### src/include/vtod_params.svh
// Constants of the vector three-operand decoder: field positions, codes and selector ranges
// What this block does
// - Bits 31..26 equal 110101 mark the general three-operand format.
// - First source selector is the 9-bit field at bits 40..32.
// - Selectors 0..105 address the scalar register of the same index.
// - Selectors 108..123 address trap temp registers 0..15 in order.
// - Selectors 129..192 give inline integers 1..64, selector minus 128.
// - Selectors 193..208 give inline integers -1..-16, 192 minus selector.
// - Selectors 235..238 read shared_aperture_base, shared_aperture_limit, private_aperture_base, private_aperture_limit.
// - Second source selector at bits 49..41, same value map as first.
// - Third source selector at bits 58..50, same value map as first.
// - Output multiplier bits 60..59: none, times two, times four, halve.
// - Scalar-result variant names a scalar destination in bits 14..8.
// - Scalar-result variant only for carry, borrow, divide-scale, wide multiply-add opcodes.
// - All other opcodes use the general variant with clamp and output multiplier.
`ifndef VTOD_PARAMS_SVH
`define VTOD_PARAMS_SVH

// ************************************************************
// Instruction field positions
// ************************************************************
`define VTOD_ENC_HI        31
`define VTOD_ENC_LO        26
`define VTOD_ENC_CODE      6'h35
`define VTOD_OPC_HI        25
`define VTOD_OPC_LO        16
`define VTOD_VEC_DEST_HI   7
`define VTOD_VEC_DEST_LO   0
`define VTOD_SCL_DEST_HI   14
`define VTOD_SCL_DEST_LO   8
`define VTOD_CLAMP_BIT     15
`define VTOD_FIRST_SEL_LO  32
`define VTOD_SECOND_SEL_LO 41
`define VTOD_THIRD_SEL_LO  50
`define VTOD_SRC_W         9
`define VTOD_OUT_MUL_HI    60
`define VTOD_OUT_MUL_LO    59

// ************************************************************
// Scalar-result opcodes
// ************************************************************
`define VTOD_OP_DIV_SCALE32 10'h16D
`define VTOD_OP_DIV_SCALE64 10'h16E
`define VTOD_OP_MAD_U64     10'h176
`define VTOD_OP_MAD_I64     10'h177
`define VTOD_OP_ADD_CO      10'h30F
`define VTOD_OP_SUB_CO      10'h310
`define VTOD_OP_SUBREV_CO   10'h319

// ************************************************************
// Selector ranges and constants
// ************************************************************
`define VTOD_SEL_SCALAR_MAX 9'h069
`define VTOD_SEL_VCC_LO     9'h06A
`define VTOD_SEL_VCC_HI     9'h06B
`define VTOD_SEL_TRAP_MIN   9'h06C
`define VTOD_SEL_TRAP_MAX   9'h07B
`define VTOD_SEL_M0         9'h07C
`define VTOD_SEL_NULL       9'h07D
`define VTOD_SEL_EXEC_LO    9'h07E
`define VTOD_SEL_EXEC_HI    9'h07F
`define VTOD_SEL_ZERO       9'h080
`define VTOD_SEL_POS_MAX    9'h0C0
`define VTOD_SEL_NEG_MAX    9'h0D0
`define VTOD_SEL_EXT_MIN    9'h0E9
`define VTOD_SEL_EXT_MAX    9'h0EA
`define VTOD_SEL_APER_MIN   9'h0EB
`define VTOD_SEL_APER_MAX   9'h0EE
`define VTOD_SEL_WAVE_ID    9'h0EF
`define VTOD_SEL_FLT_MIN    9'h0F0
`define VTOD_SEL_FLT_MAX    9'h0F8
`define VTOD_SEL_SDWA       9'h0F9
`define VTOD_SEL_DPP16      9'h0FA
`define VTOD_SEL_STAT_MIN   9'h0FB
`define VTOD_SEL_STAT_MAX   9'h0FD
`define VTOD_SEL_LITERAL    9'h0FF
`define VTOD_SEL_VECTOR_MIN 9'h100
`define VTOD_INT_BIAS_POS   32'h00000080
`define VTOD_INT_BIAS_NEG   32'h000000C0
`define VTOD_FLT_HALF       32'h3F000000
`define VTOD_FLT_NHALF      32'hBF000000
`define VTOD_FLT_ONE        32'h3F800000
`define VTOD_FLT_NONE       32'hBF800000
`define VTOD_FLT_TWO        32'h40000000
`define VTOD_FLT_NTWO       32'hC0000000
`define VTOD_FLT_FOUR       32'h40800000
`define VTOD_FLT_NFOUR      32'hC0800000
`define VTOD_FLT_INV2PI     32'h3E22F983

`endif

### src/include/vtod_pkg.sv
// Types shared by the vector three-operand decoder files
package vtod_pkg;

   // ************************************************************
   // Operand kinds
   // ************************************************************
   typedef enum logic [3:0] {
      VTOD_SRC_SCALAR,
      VTOD_SRC_VCC,
      VTOD_SRC_TRAP,
      VTOD_SRC_M0,
      VTOD_SRC_NULL,
      VTOD_SRC_EXEC,
      VTOD_SRC_INT_CONST,
      VTOD_SRC_APERTURE,
      VTOD_SRC_FLOAT_CONST,
      VTOD_SRC_LITERAL,
      VTOD_SRC_VECTOR,
      VTOD_SRC_STATUS,
      VTOD_SRC_EXTENSION,
      VTOD_SRC_RESERVED
   } vtod_src_kind_t;

   // Result scaling requested by the output multiplier
   typedef enum logic [1:0] {
      VTOD_OUTMUL_NONE,
      VTOD_OUTMUL_MUL2,
      VTOD_OUTMUL_MUL4,
      VTOD_OUTMUL_DIV2
   } vtod_outmul_t;

   // One decoded source operand
   typedef struct packed {
      vtod_src_kind_t kind;
      logic [7:0]     index;
      logic [31:0]    value;
   } vtod_src_t;

   // Whole registered state of the decoder
   typedef struct packed {
      logic          out_valid;
      logic          format_match;
      logic          scalar_result;
      logic [9:0]    opcode;
      logic [7:0]    vector_destination;
      logic [6:0]    scalar_destination;
      logic          clamp_flag;
      vtod_outmul_t  output_multiplier;
      logic          literal_used;
      vtod_src_t [2:0] src;
   } vtod_state_t;

endpackage : vtod_pkg

### src/hw/vtod_decoder.sv
// Three-operand vector instruction decoder: one registered stage from fetch to execution
`timescale 1ns/1ps
`include "vtod_params.svh"

module vtod_decoder (
   input  wire logic                  mclk,
   input  wire logic                  rst_n,
   input  wire logic                  instr_valid,
   input  wire logic [63:0]           instr_word,
   input  wire logic [31:0]           literal_word,
   output logic                       dec_valid,
   output logic                       format_match,
   output logic                       scalar_result,
   output logic [9:0]                 opcode,
   output logic [7:0]                 vector_destination,
   output logic [6:0]                 scalar_destination,
   output logic                       clamp_flag,
   output vtod_pkg::vtod_outmul_t     output_multiplier,
   output logic                       literal_used,
   output vtod_pkg::vtod_src_kind_t   src_kind [3],
   output logic [7:0]                 src_index [3],
   output logic [31:0]                src_value [3]
);

   // ************************************************************
   // Combinational decode of the presented word
   // ************************************************************
   localparam int unsigned SRC_LO [3] = '{`VTOD_FIRST_SEL_LO, `VTOD_SECOND_SEL_LO, `VTOD_THIRD_SEL_LO};

   vtod_pkg::vtod_state_t    st_q;
   vtod_pkg::vtod_state_t    st_d;
   vtod_pkg::vtod_src_kind_t dk [3];
   logic [7:0]               di [3];
   logic [31:0]              dv [3];
   logic [8:0]               sel [3];
   logic [9:0]               opc;
   logic                     is_sr;

   // Membership of the scalar-result opcode set
   function automatic logic vtod_is_scalar_result(input logic [9:0] op);
      return (op == `VTOD_OP_DIV_SCALE32) || (op == `VTOD_OP_DIV_SCALE64) ||
             (op == `VTOD_OP_MAD_U64)     || (op == `VTOD_OP_MAD_I64)     ||
             (op == `VTOD_OP_ADD_CO)      || (op == `VTOD_OP_SUB_CO)      ||
             (op == `VTOD_OP_SUBREV_CO);
   endfunction : vtod_is_scalar_result

   assign opc   = instr_word[`VTOD_OPC_HI:`VTOD_OPC_LO];
   assign is_sr = vtod_is_scalar_result(opc);

   // Same map for all three selectors, so one decoder per slot
   genvar g;
   generate
      for (g = 0; g < 3; g++)
      begin : g_src
         assign sel[g] = instr_word[SRC_LO[g] +: `VTOD_SRC_W];
         vtod_src_decode u_src (
            .sel          (sel[g]),
            .literal_word (literal_word),
            .kind         (dk[g]),
            .index        (di[g]),
            .value        (dv[g])
         );
      end
   endgenerate

   // ************************************************************
   // Next state: out_valid follows instr_valid every cycle; the other fields only update on a taken instruction
   // ************************************************************
   always_comb
   begin
      st_d           = st_q;
      st_d.out_valid = instr_valid;
      if (instr_valid)
      begin
         st_d.format_match       = (instr_word[`VTOD_ENC_HI:`VTOD_ENC_LO] == `VTOD_ENC_CODE);
         st_d.opcode             = opc;
         st_d.scalar_result      = is_sr;
         st_d.vector_destination = instr_word[`VTOD_VEC_DEST_HI:`VTOD_VEC_DEST_LO];
         st_d.clamp_flag         = instr_word[`VTOD_CLAMP_BIT];
         // General variant has no scalar destination, so it reads as zero
         st_d.scalar_destination = is_sr ? instr_word[`VTOD_SCL_DEST_HI:`VTOD_SCL_DEST_LO] : 7'h00;
         st_d.output_multiplier  =
            vtod_pkg::vtod_outmul_t'(instr_word[`VTOD_OUT_MUL_HI:`VTOD_OUT_MUL_LO]);
         st_d.literal_used       = 1'b0;
         for (int i = 0; i < 3; i++)
         begin
            st_d.src[i].kind  = dk[i];
            st_d.src[i].index = di[i];
            st_d.src[i].value = dv[i];
            if (dk[i] == vtod_pkg::VTOD_SRC_LITERAL)
               st_d.literal_used = 1'b1;
         end
      end
   end

   // ************************************************************
   // State register
   // ************************************************************
   always_ff @(posedge mclk or negedge rst_n)
   begin
      if (!rst_n)
         st_q <= '0;
      else
         st_q <= st_d;
   end

   // Outputs straight from the state register
   assign dec_valid          = st_q.out_valid;
   assign format_match       = st_q.format_match;
   assign scalar_result      = st_q.scalar_result;
   assign opcode             = st_q.opcode;
   assign vector_destination = st_q.vector_destination;
   assign scalar_destination = st_q.scalar_destination;
   assign clamp_flag         = st_q.clamp_flag;
   assign output_multiplier  = st_q.output_multiplier;
   assign literal_used       = st_q.literal_used;

   generate
      for (g = 0; g < 3; g++)
      begin : g_out
         assign src_kind[g]  = st_q.src[g].kind;
         assign src_index[g] = st_q.src[g].index;
         assign src_value[g] = st_q.src[g].value;
      end
   endgenerate

endmodule : vtod_decoder

### src/hw/vtod_src_decode.sv
// Combinational map from one 9-bit source selector to operand kind, index and value
`timescale 1ns/1ps
`include "vtod_params.svh"

module vtod_src_decode (
   input  wire logic [8:0]            sel,
   input  wire logic [31:0]           literal_word,
   output vtod_pkg::vtod_src_kind_t   kind,
   output logic [7:0]                 index,
   output logic [31:0]                value
);

   // Float table indexed by selector minus 240
   function automatic logic [31:0] vtod_float_const(input logic [3:0] k);
      logic [31:0] f;
      f = 32'h00000000;
      unique case (k)
         4'h0: f = `VTOD_FLT_HALF;
         4'h1: f = `VTOD_FLT_NHALF;
         4'h2: f = `VTOD_FLT_ONE;
         4'h3: f = `VTOD_FLT_NONE;
         4'h4: f = `VTOD_FLT_TWO;
         4'h5: f = `VTOD_FLT_NTWO;
         4'h6: f = `VTOD_FLT_FOUR;
         4'h7: f = `VTOD_FLT_NFOUR;
         4'h8: f = `VTOD_FLT_INV2PI;
         default: f = 32'h00000000;
      endcase
      return f;
   endfunction : vtod_float_const

   // ************************************************************
   // Range decode, checked from the top so vector space wins first
   // ************************************************************
   always_comb
   begin
      kind  = vtod_pkg::VTOD_SRC_RESERVED;
      index = sel[7:0];
      value = 32'h00000000;
      if (sel >= `VTOD_SEL_VECTOR_MIN)
      begin
         kind  = vtod_pkg::VTOD_SRC_VECTOR;
         index = sel[7:0];
      end
      else if (sel == `VTOD_SEL_LITERAL)
      begin
         kind  = vtod_pkg::VTOD_SRC_LITERAL;
         value = literal_word;
      end
      else if (sel >= `VTOD_SEL_STAT_MIN && sel <= `VTOD_SEL_STAT_MAX)
         kind = vtod_pkg::VTOD_SRC_STATUS;
      else if (sel == `VTOD_SEL_SDWA || sel == `VTOD_SEL_DPP16)
         kind = vtod_pkg::VTOD_SRC_EXTENSION;
      else if (sel >= `VTOD_SEL_FLT_MIN && sel <= `VTOD_SEL_FLT_MAX)
      begin
         kind  = vtod_pkg::VTOD_SRC_FLOAT_CONST;
         index = 8'(sel - `VTOD_SEL_FLT_MIN);
         value = vtod_float_const(index[3:0]);
      end
      else if (sel == `VTOD_SEL_WAVE_ID)
         kind = vtod_pkg::VTOD_SRC_STATUS;
      else if (sel >= `VTOD_SEL_APER_MIN && sel <= `VTOD_SEL_APER_MAX)
      begin
         kind  = vtod_pkg::VTOD_SRC_APERTURE;
         index = 8'(sel - `VTOD_SEL_APER_MIN);
      end
      else if (sel >= `VTOD_SEL_EXT_MIN && sel <= `VTOD_SEL_EXT_MAX)
         kind = vtod_pkg::VTOD_SRC_EXTENSION;
      else if (sel > `VTOD_SEL_NEG_MAX)
         kind = vtod_pkg::VTOD_SRC_RESERVED;
      else if (sel > `VTOD_SEL_POS_MAX)
      begin
         kind  = vtod_pkg::VTOD_SRC_INT_CONST;
         value = `VTOD_INT_BIAS_NEG - {23'h000000, sel};
      end
      else if (sel > `VTOD_SEL_ZERO)
      begin
         kind  = vtod_pkg::VTOD_SRC_INT_CONST;
         value = {23'h000000, sel} - `VTOD_INT_BIAS_POS;
      end
      else if (sel == `VTOD_SEL_ZERO)
         kind = vtod_pkg::VTOD_SRC_INT_CONST;
      else if (sel == `VTOD_SEL_EXEC_LO || sel == `VTOD_SEL_EXEC_HI)
      begin
         kind  = vtod_pkg::VTOD_SRC_EXEC;
         index = {7'h00, sel[0]};
      end
      else if (sel == `VTOD_SEL_NULL)
         kind = vtod_pkg::VTOD_SRC_NULL;
      else if (sel == `VTOD_SEL_M0)
         kind = vtod_pkg::VTOD_SRC_M0;
      else if (sel >= `VTOD_SEL_TRAP_MIN)
      begin
         kind  = vtod_pkg::VTOD_SRC_TRAP;
         index = 8'(sel - `VTOD_SEL_TRAP_MIN);
      end
      else if (sel == `VTOD_SEL_VCC_LO || sel == `VTOD_SEL_VCC_HI)
      begin
         kind  = vtod_pkg::VTOD_SRC_VCC;
         index = {7'h00, sel[0]};
      end
      else
      begin
         kind  = vtod_pkg::VTOD_SRC_SCALAR;
         index = sel[7:0];
      end
   end

endmodule : vtod_src_decode

### config.mk
export PLATFORM = sky130hd
export DESIGN_NAME = vtod_decoder
export DESIGN_NICKNAME = d
export VERILOG_FILES = /design/src/include/vtod_pkg.sv /design/src/hw/vtod_decoder.sv /design/src/hw/vtod_src_decode.sv
export VERILOG_INCLUDE_DIRS = /design/src /design/src/include
export SDC_FILE = /design/constraint.sdc
export NUM_CORES = 1
export LEC_CHECK = 0
export BUFFER_PORTS_ARGS = -buffer_cell sky130_fd_sc_hd__buf_2
export CORE_MARGIN = 2
export CORE_UTILIZATION = 50
export DETAILED_ROUTE_END_ITERATION = 8
export PLACE_DENSITY_LB_ADDON = 0.1
export SLEW_MARGIN = 20
export SYNTH_ARGS = -nofsm -noshare
export SYNTH_HDL_FRONTEND = slang
export SYNTH_SLANG_ARGS = --single-unit
### constraint.sdc
create_clock -name mclk -period 2.05 [get_ports mclk]
set_clock_uncertainty 0.05 [all_clocks]
set_input_delay 0.5125 -clock mclk [delete_from_list [all_inputs] [get_ports mclk]]
set_output_delay 0.5125 -clock mclk [all_outputs]
set_load 0.01 [all_outputs]
==> flow_metrics.tcl <==
set metrics [dict create \
    synth-seq-cells 164 \
    drc 0 \
    setup_tns_ns -16.87 \
    clock-sinks 164 \
    finalWorstSetupSlack_ns -0.277 \
    synth_area_mm2 0.0110 \
    nNetsFinal 2002 \
    tritoncts "built" \
    internal-power_mw 6.57 \
    hold_class "input pin to flop" \
    die-area_mm2 0.0231 \
    ir_drop_v 0.000564 \
    root_buffer "clkbuf_16" \
    finalPower_mw 10.1 \
    rsz0062_at_grt "yes" \
    power_density_mw_per_mm2 531 \
    core_area_mm2 0.0217 \
    htree_levels 4 \
    clkPwrFrac_pct 33.7 \
    endpoint_kind "flop" \
    register_area_mm2 0.00410 \
    outcome "finished with violations" \
    synth_async_sr_flop_share_pct 100 \
    clkSlewWorstSetupHoldPaths_ns 0.09 \
    grt_pass1_vias 13483 \
    setup_viol_count_final 127 \
    syn_to_final_growth_pct 74.2 \
    synth_flop_cell "dfrtp_1" \
    p_leak_nw 8.95 \
    antenna_found_initial 0 \
    globalplace.congestion 0.953 \
    drtIter0Drc 1752 \
    worstSkewPairLatency_ns 0.45 \
    yosysSeqAreaShare_pct 37.5 \
    path_max_fanout 6 \
    required_ns 2.39 \
    num_vias 14515 \
    clockBufferDepth 2 \
    hold_violations 0 \
    r2r_slack_ns 1.07 \
    die_h_um 152 \
    max_cap_violations 0 \
    crit_path_start_kind "input pin" \
    layout_common_cells "buf_4 (350), buf_2 (233), dfrtp_1 (164)" \
    min_period_ns 2.33 \
    cts_buffers 17 \
    antenna_left 0 \
    antenna_cells 0 \
    place.port_buffers 259 \
    overflow 0 \
    stdcell_area_mm2 0.0191 \
    yosys_warnings 0 \
    pin_count 263 \
    syn_area_per_cell_um2 8.86 \
    dpl_cell_area_mm2 0.0160 \
    multi_input_area_mm2 0.00834 \
    fin_hold_ws_ns 0.231 \
    drive_gt1_share_pct 56.4 \
    initial_core_util_pct 50.5 \
    crit_arrival_ns 2.67 \
    slew_viol_final 0 \
    dr.pass1.iters 6 \
    tightest_slew_ns 0.515 \
    synth_nets 1378 \
    syn_inst 1236 \
    p_sw_share_pct 35.1 \
    synth_top_area_share_pct 37.5 \
    netSwitchingPower_mw 3.56 \
    synth_cell_type_count 89 \
    comb_power_share_pct 30.7 \
    post-route-period-util_pct 113 \
    critical_path_class "input pin to flop" \
    yosysTopAreaCell "dfrtp_1" \
    max_freq_ghz 0.430 \
    grt_max_degree 51 \
    routedWlPerCell_um 24.5 \
    synth_edf_count 0 \
    mostFrequentLayoutCell "buf_4" \
    yosys-top-cells-area "dfrtp_1 (37%), ha_1 (4.9%), a221o_1 (4.6%)" \
    grt_pass1_wl_um 73600 \
    hpwl_um 33400 \
    fp.dieW_um 152 \
    rows 54 \
    wl_um 52800 \
    violations "setup timing" \
    vias_per_cell 6.74 \
    relSlewSlack_pct 65.7 \
    p_seq_share_pct 35.7 \
    fillers 1045 \
    grt_usage_pct 39.6 \
]
routing by layer:
layer / GRT usage, % / wire length (um) / up-vias
met5: 0 / 0 / -
met4: 20.2 / 3970 / 0
met3: 6.82 / 5330 / 386
met2: 64.0 / 24600 / 1183
met1: 51.3 / 19000 / 6942
li1: - / - / 6004
cells in the mapped netlist (14+ instances only):
library cell	number
nor2_1	90
o21ai_0	82
nand2_1	88
inv_1	37
dfrtp_1	164
ha_1	43
a211o_1	28
buf_2	22
a31oi_1	27
mux2_2	22
a211oi_1	14
nand4_1	15
and3_1	46
a21oi_1	94
nor3_1	32
a221o_1	50
nand3_1	37
clkbuf_1	70
state kept, by name, summed over array words and instances, names as in the netlist:
signal / flops
src_value: 96
src_index: 24
src_kind: 12
opcode: 10
vector_destination: 8
scalar_destination: 7
output_multiplier: 2
clamp_flag: 1
dec_valid: 1
format_match: 1
literal_used: 1
scalar_result: 1
critical path, cell delays in order:
cell and delay (ns):
buf_12 0.11, buf_12 0.12, inv_1 0.12, ha_4 0.18
nand3_4 0.10, a31oi_4 0.28, nand4b_1 0.22, buf_6 0.20
nor2_1 0.13, nor4b_1 0.40, o211ai_1 0.15, nand3_1 0.13
power by group through the flow:
| stage | clock (mW) | sequential, mW | combinational, mW |
|---|---|---|---|
| 2_1_floorplan | 0 | 3.75 | 1.11 |
| 3_3_place_gp | 0 | 3.65 | 2.42 |
| 3_5_place_dp | 0 | 3.66 | 2.44 |
| 4_1_cts | 3.41 | 3.60 | 2.74 |
| 5_1_grt | 3.55 | 3.63 | 3.24 |
| 6_report | 3.41 | 3.61 | 3.11 |
through the flow:
stage / utilization, % / cells / setup WS, ns
final: 88.0 / 2153 / -0.277
after global placement: 73.5 / 2038 / -0.720
after global routing: 88.0 / 2153 / -0.338
after detailed placement: 73.5 / 2038 / -0.759
after floorplan: - / 1236 / -0.603
after CTS: 83.1 / 2117 / -0.188
kinds of logic (layout without fill, tap and decap cells):
kind of cell | after synthesis | count (layout) | synth area share [%]
flops | 164 | 164 | 37.5
simple gates | 403 | 403 | 19.4
xor+xnor | 12 | 12 | 0.960
mux | 25 | 25 | 2.54
fa+ha+maj | 43 | 43 | 4.91
compound gates | 456 | 456 | 29.8
buf+inv | 133 | 770 | 4.88
area by class of cell:
cell class / instances / share of cell area (%)
inverters: 37 / 1.14
flip-flops and latches: 164 / 21.5
well taps: 280 / 1.84
clock buffers: 17 / 2.23
repair buffers: 701 / 28.5
multi-input cells: 939 / 43.7
clock inverters: 15 / 1.03
worst paths after layout:
path                                                start                                end  cells after the start
worst max-delay path                       instr_word[44]          src_index[10]$_DFFE_PN0P_                     12
worst min-delay path                        instr_word[8]  scalar_destination[0]$_DFFE_PN0P_                      2
worst max register to register  src_value[30]$_DFFE_PN0P_          src_value[30]$_DFFE_PN0P_                      1
worst min register to register  src_value[55]$_DFFE_PN0P_          src_value[55]$_DFFE_PN0P_                      1
max in group asynchronous                           rst_n          src_index[14]$_DFFE_PN0P_                      3
min in group asynchronous                           rst_n          src_value[50]$_DFFE_PN0P_                      2
what timing repair did:
action / 4_1_cts / 5_1_grt
endpoints found under the setup margin: 127 / 128
gates resized for setup: 240 / 173
cloned: 1 / 0
endpoints found under the hold margin: 38 / 0
pin swaps: 125 / 116
hold buffers: 1 / 0
setup buffers: 57 / 46
No activity file was read; power rests on OpenSTA's default activity.
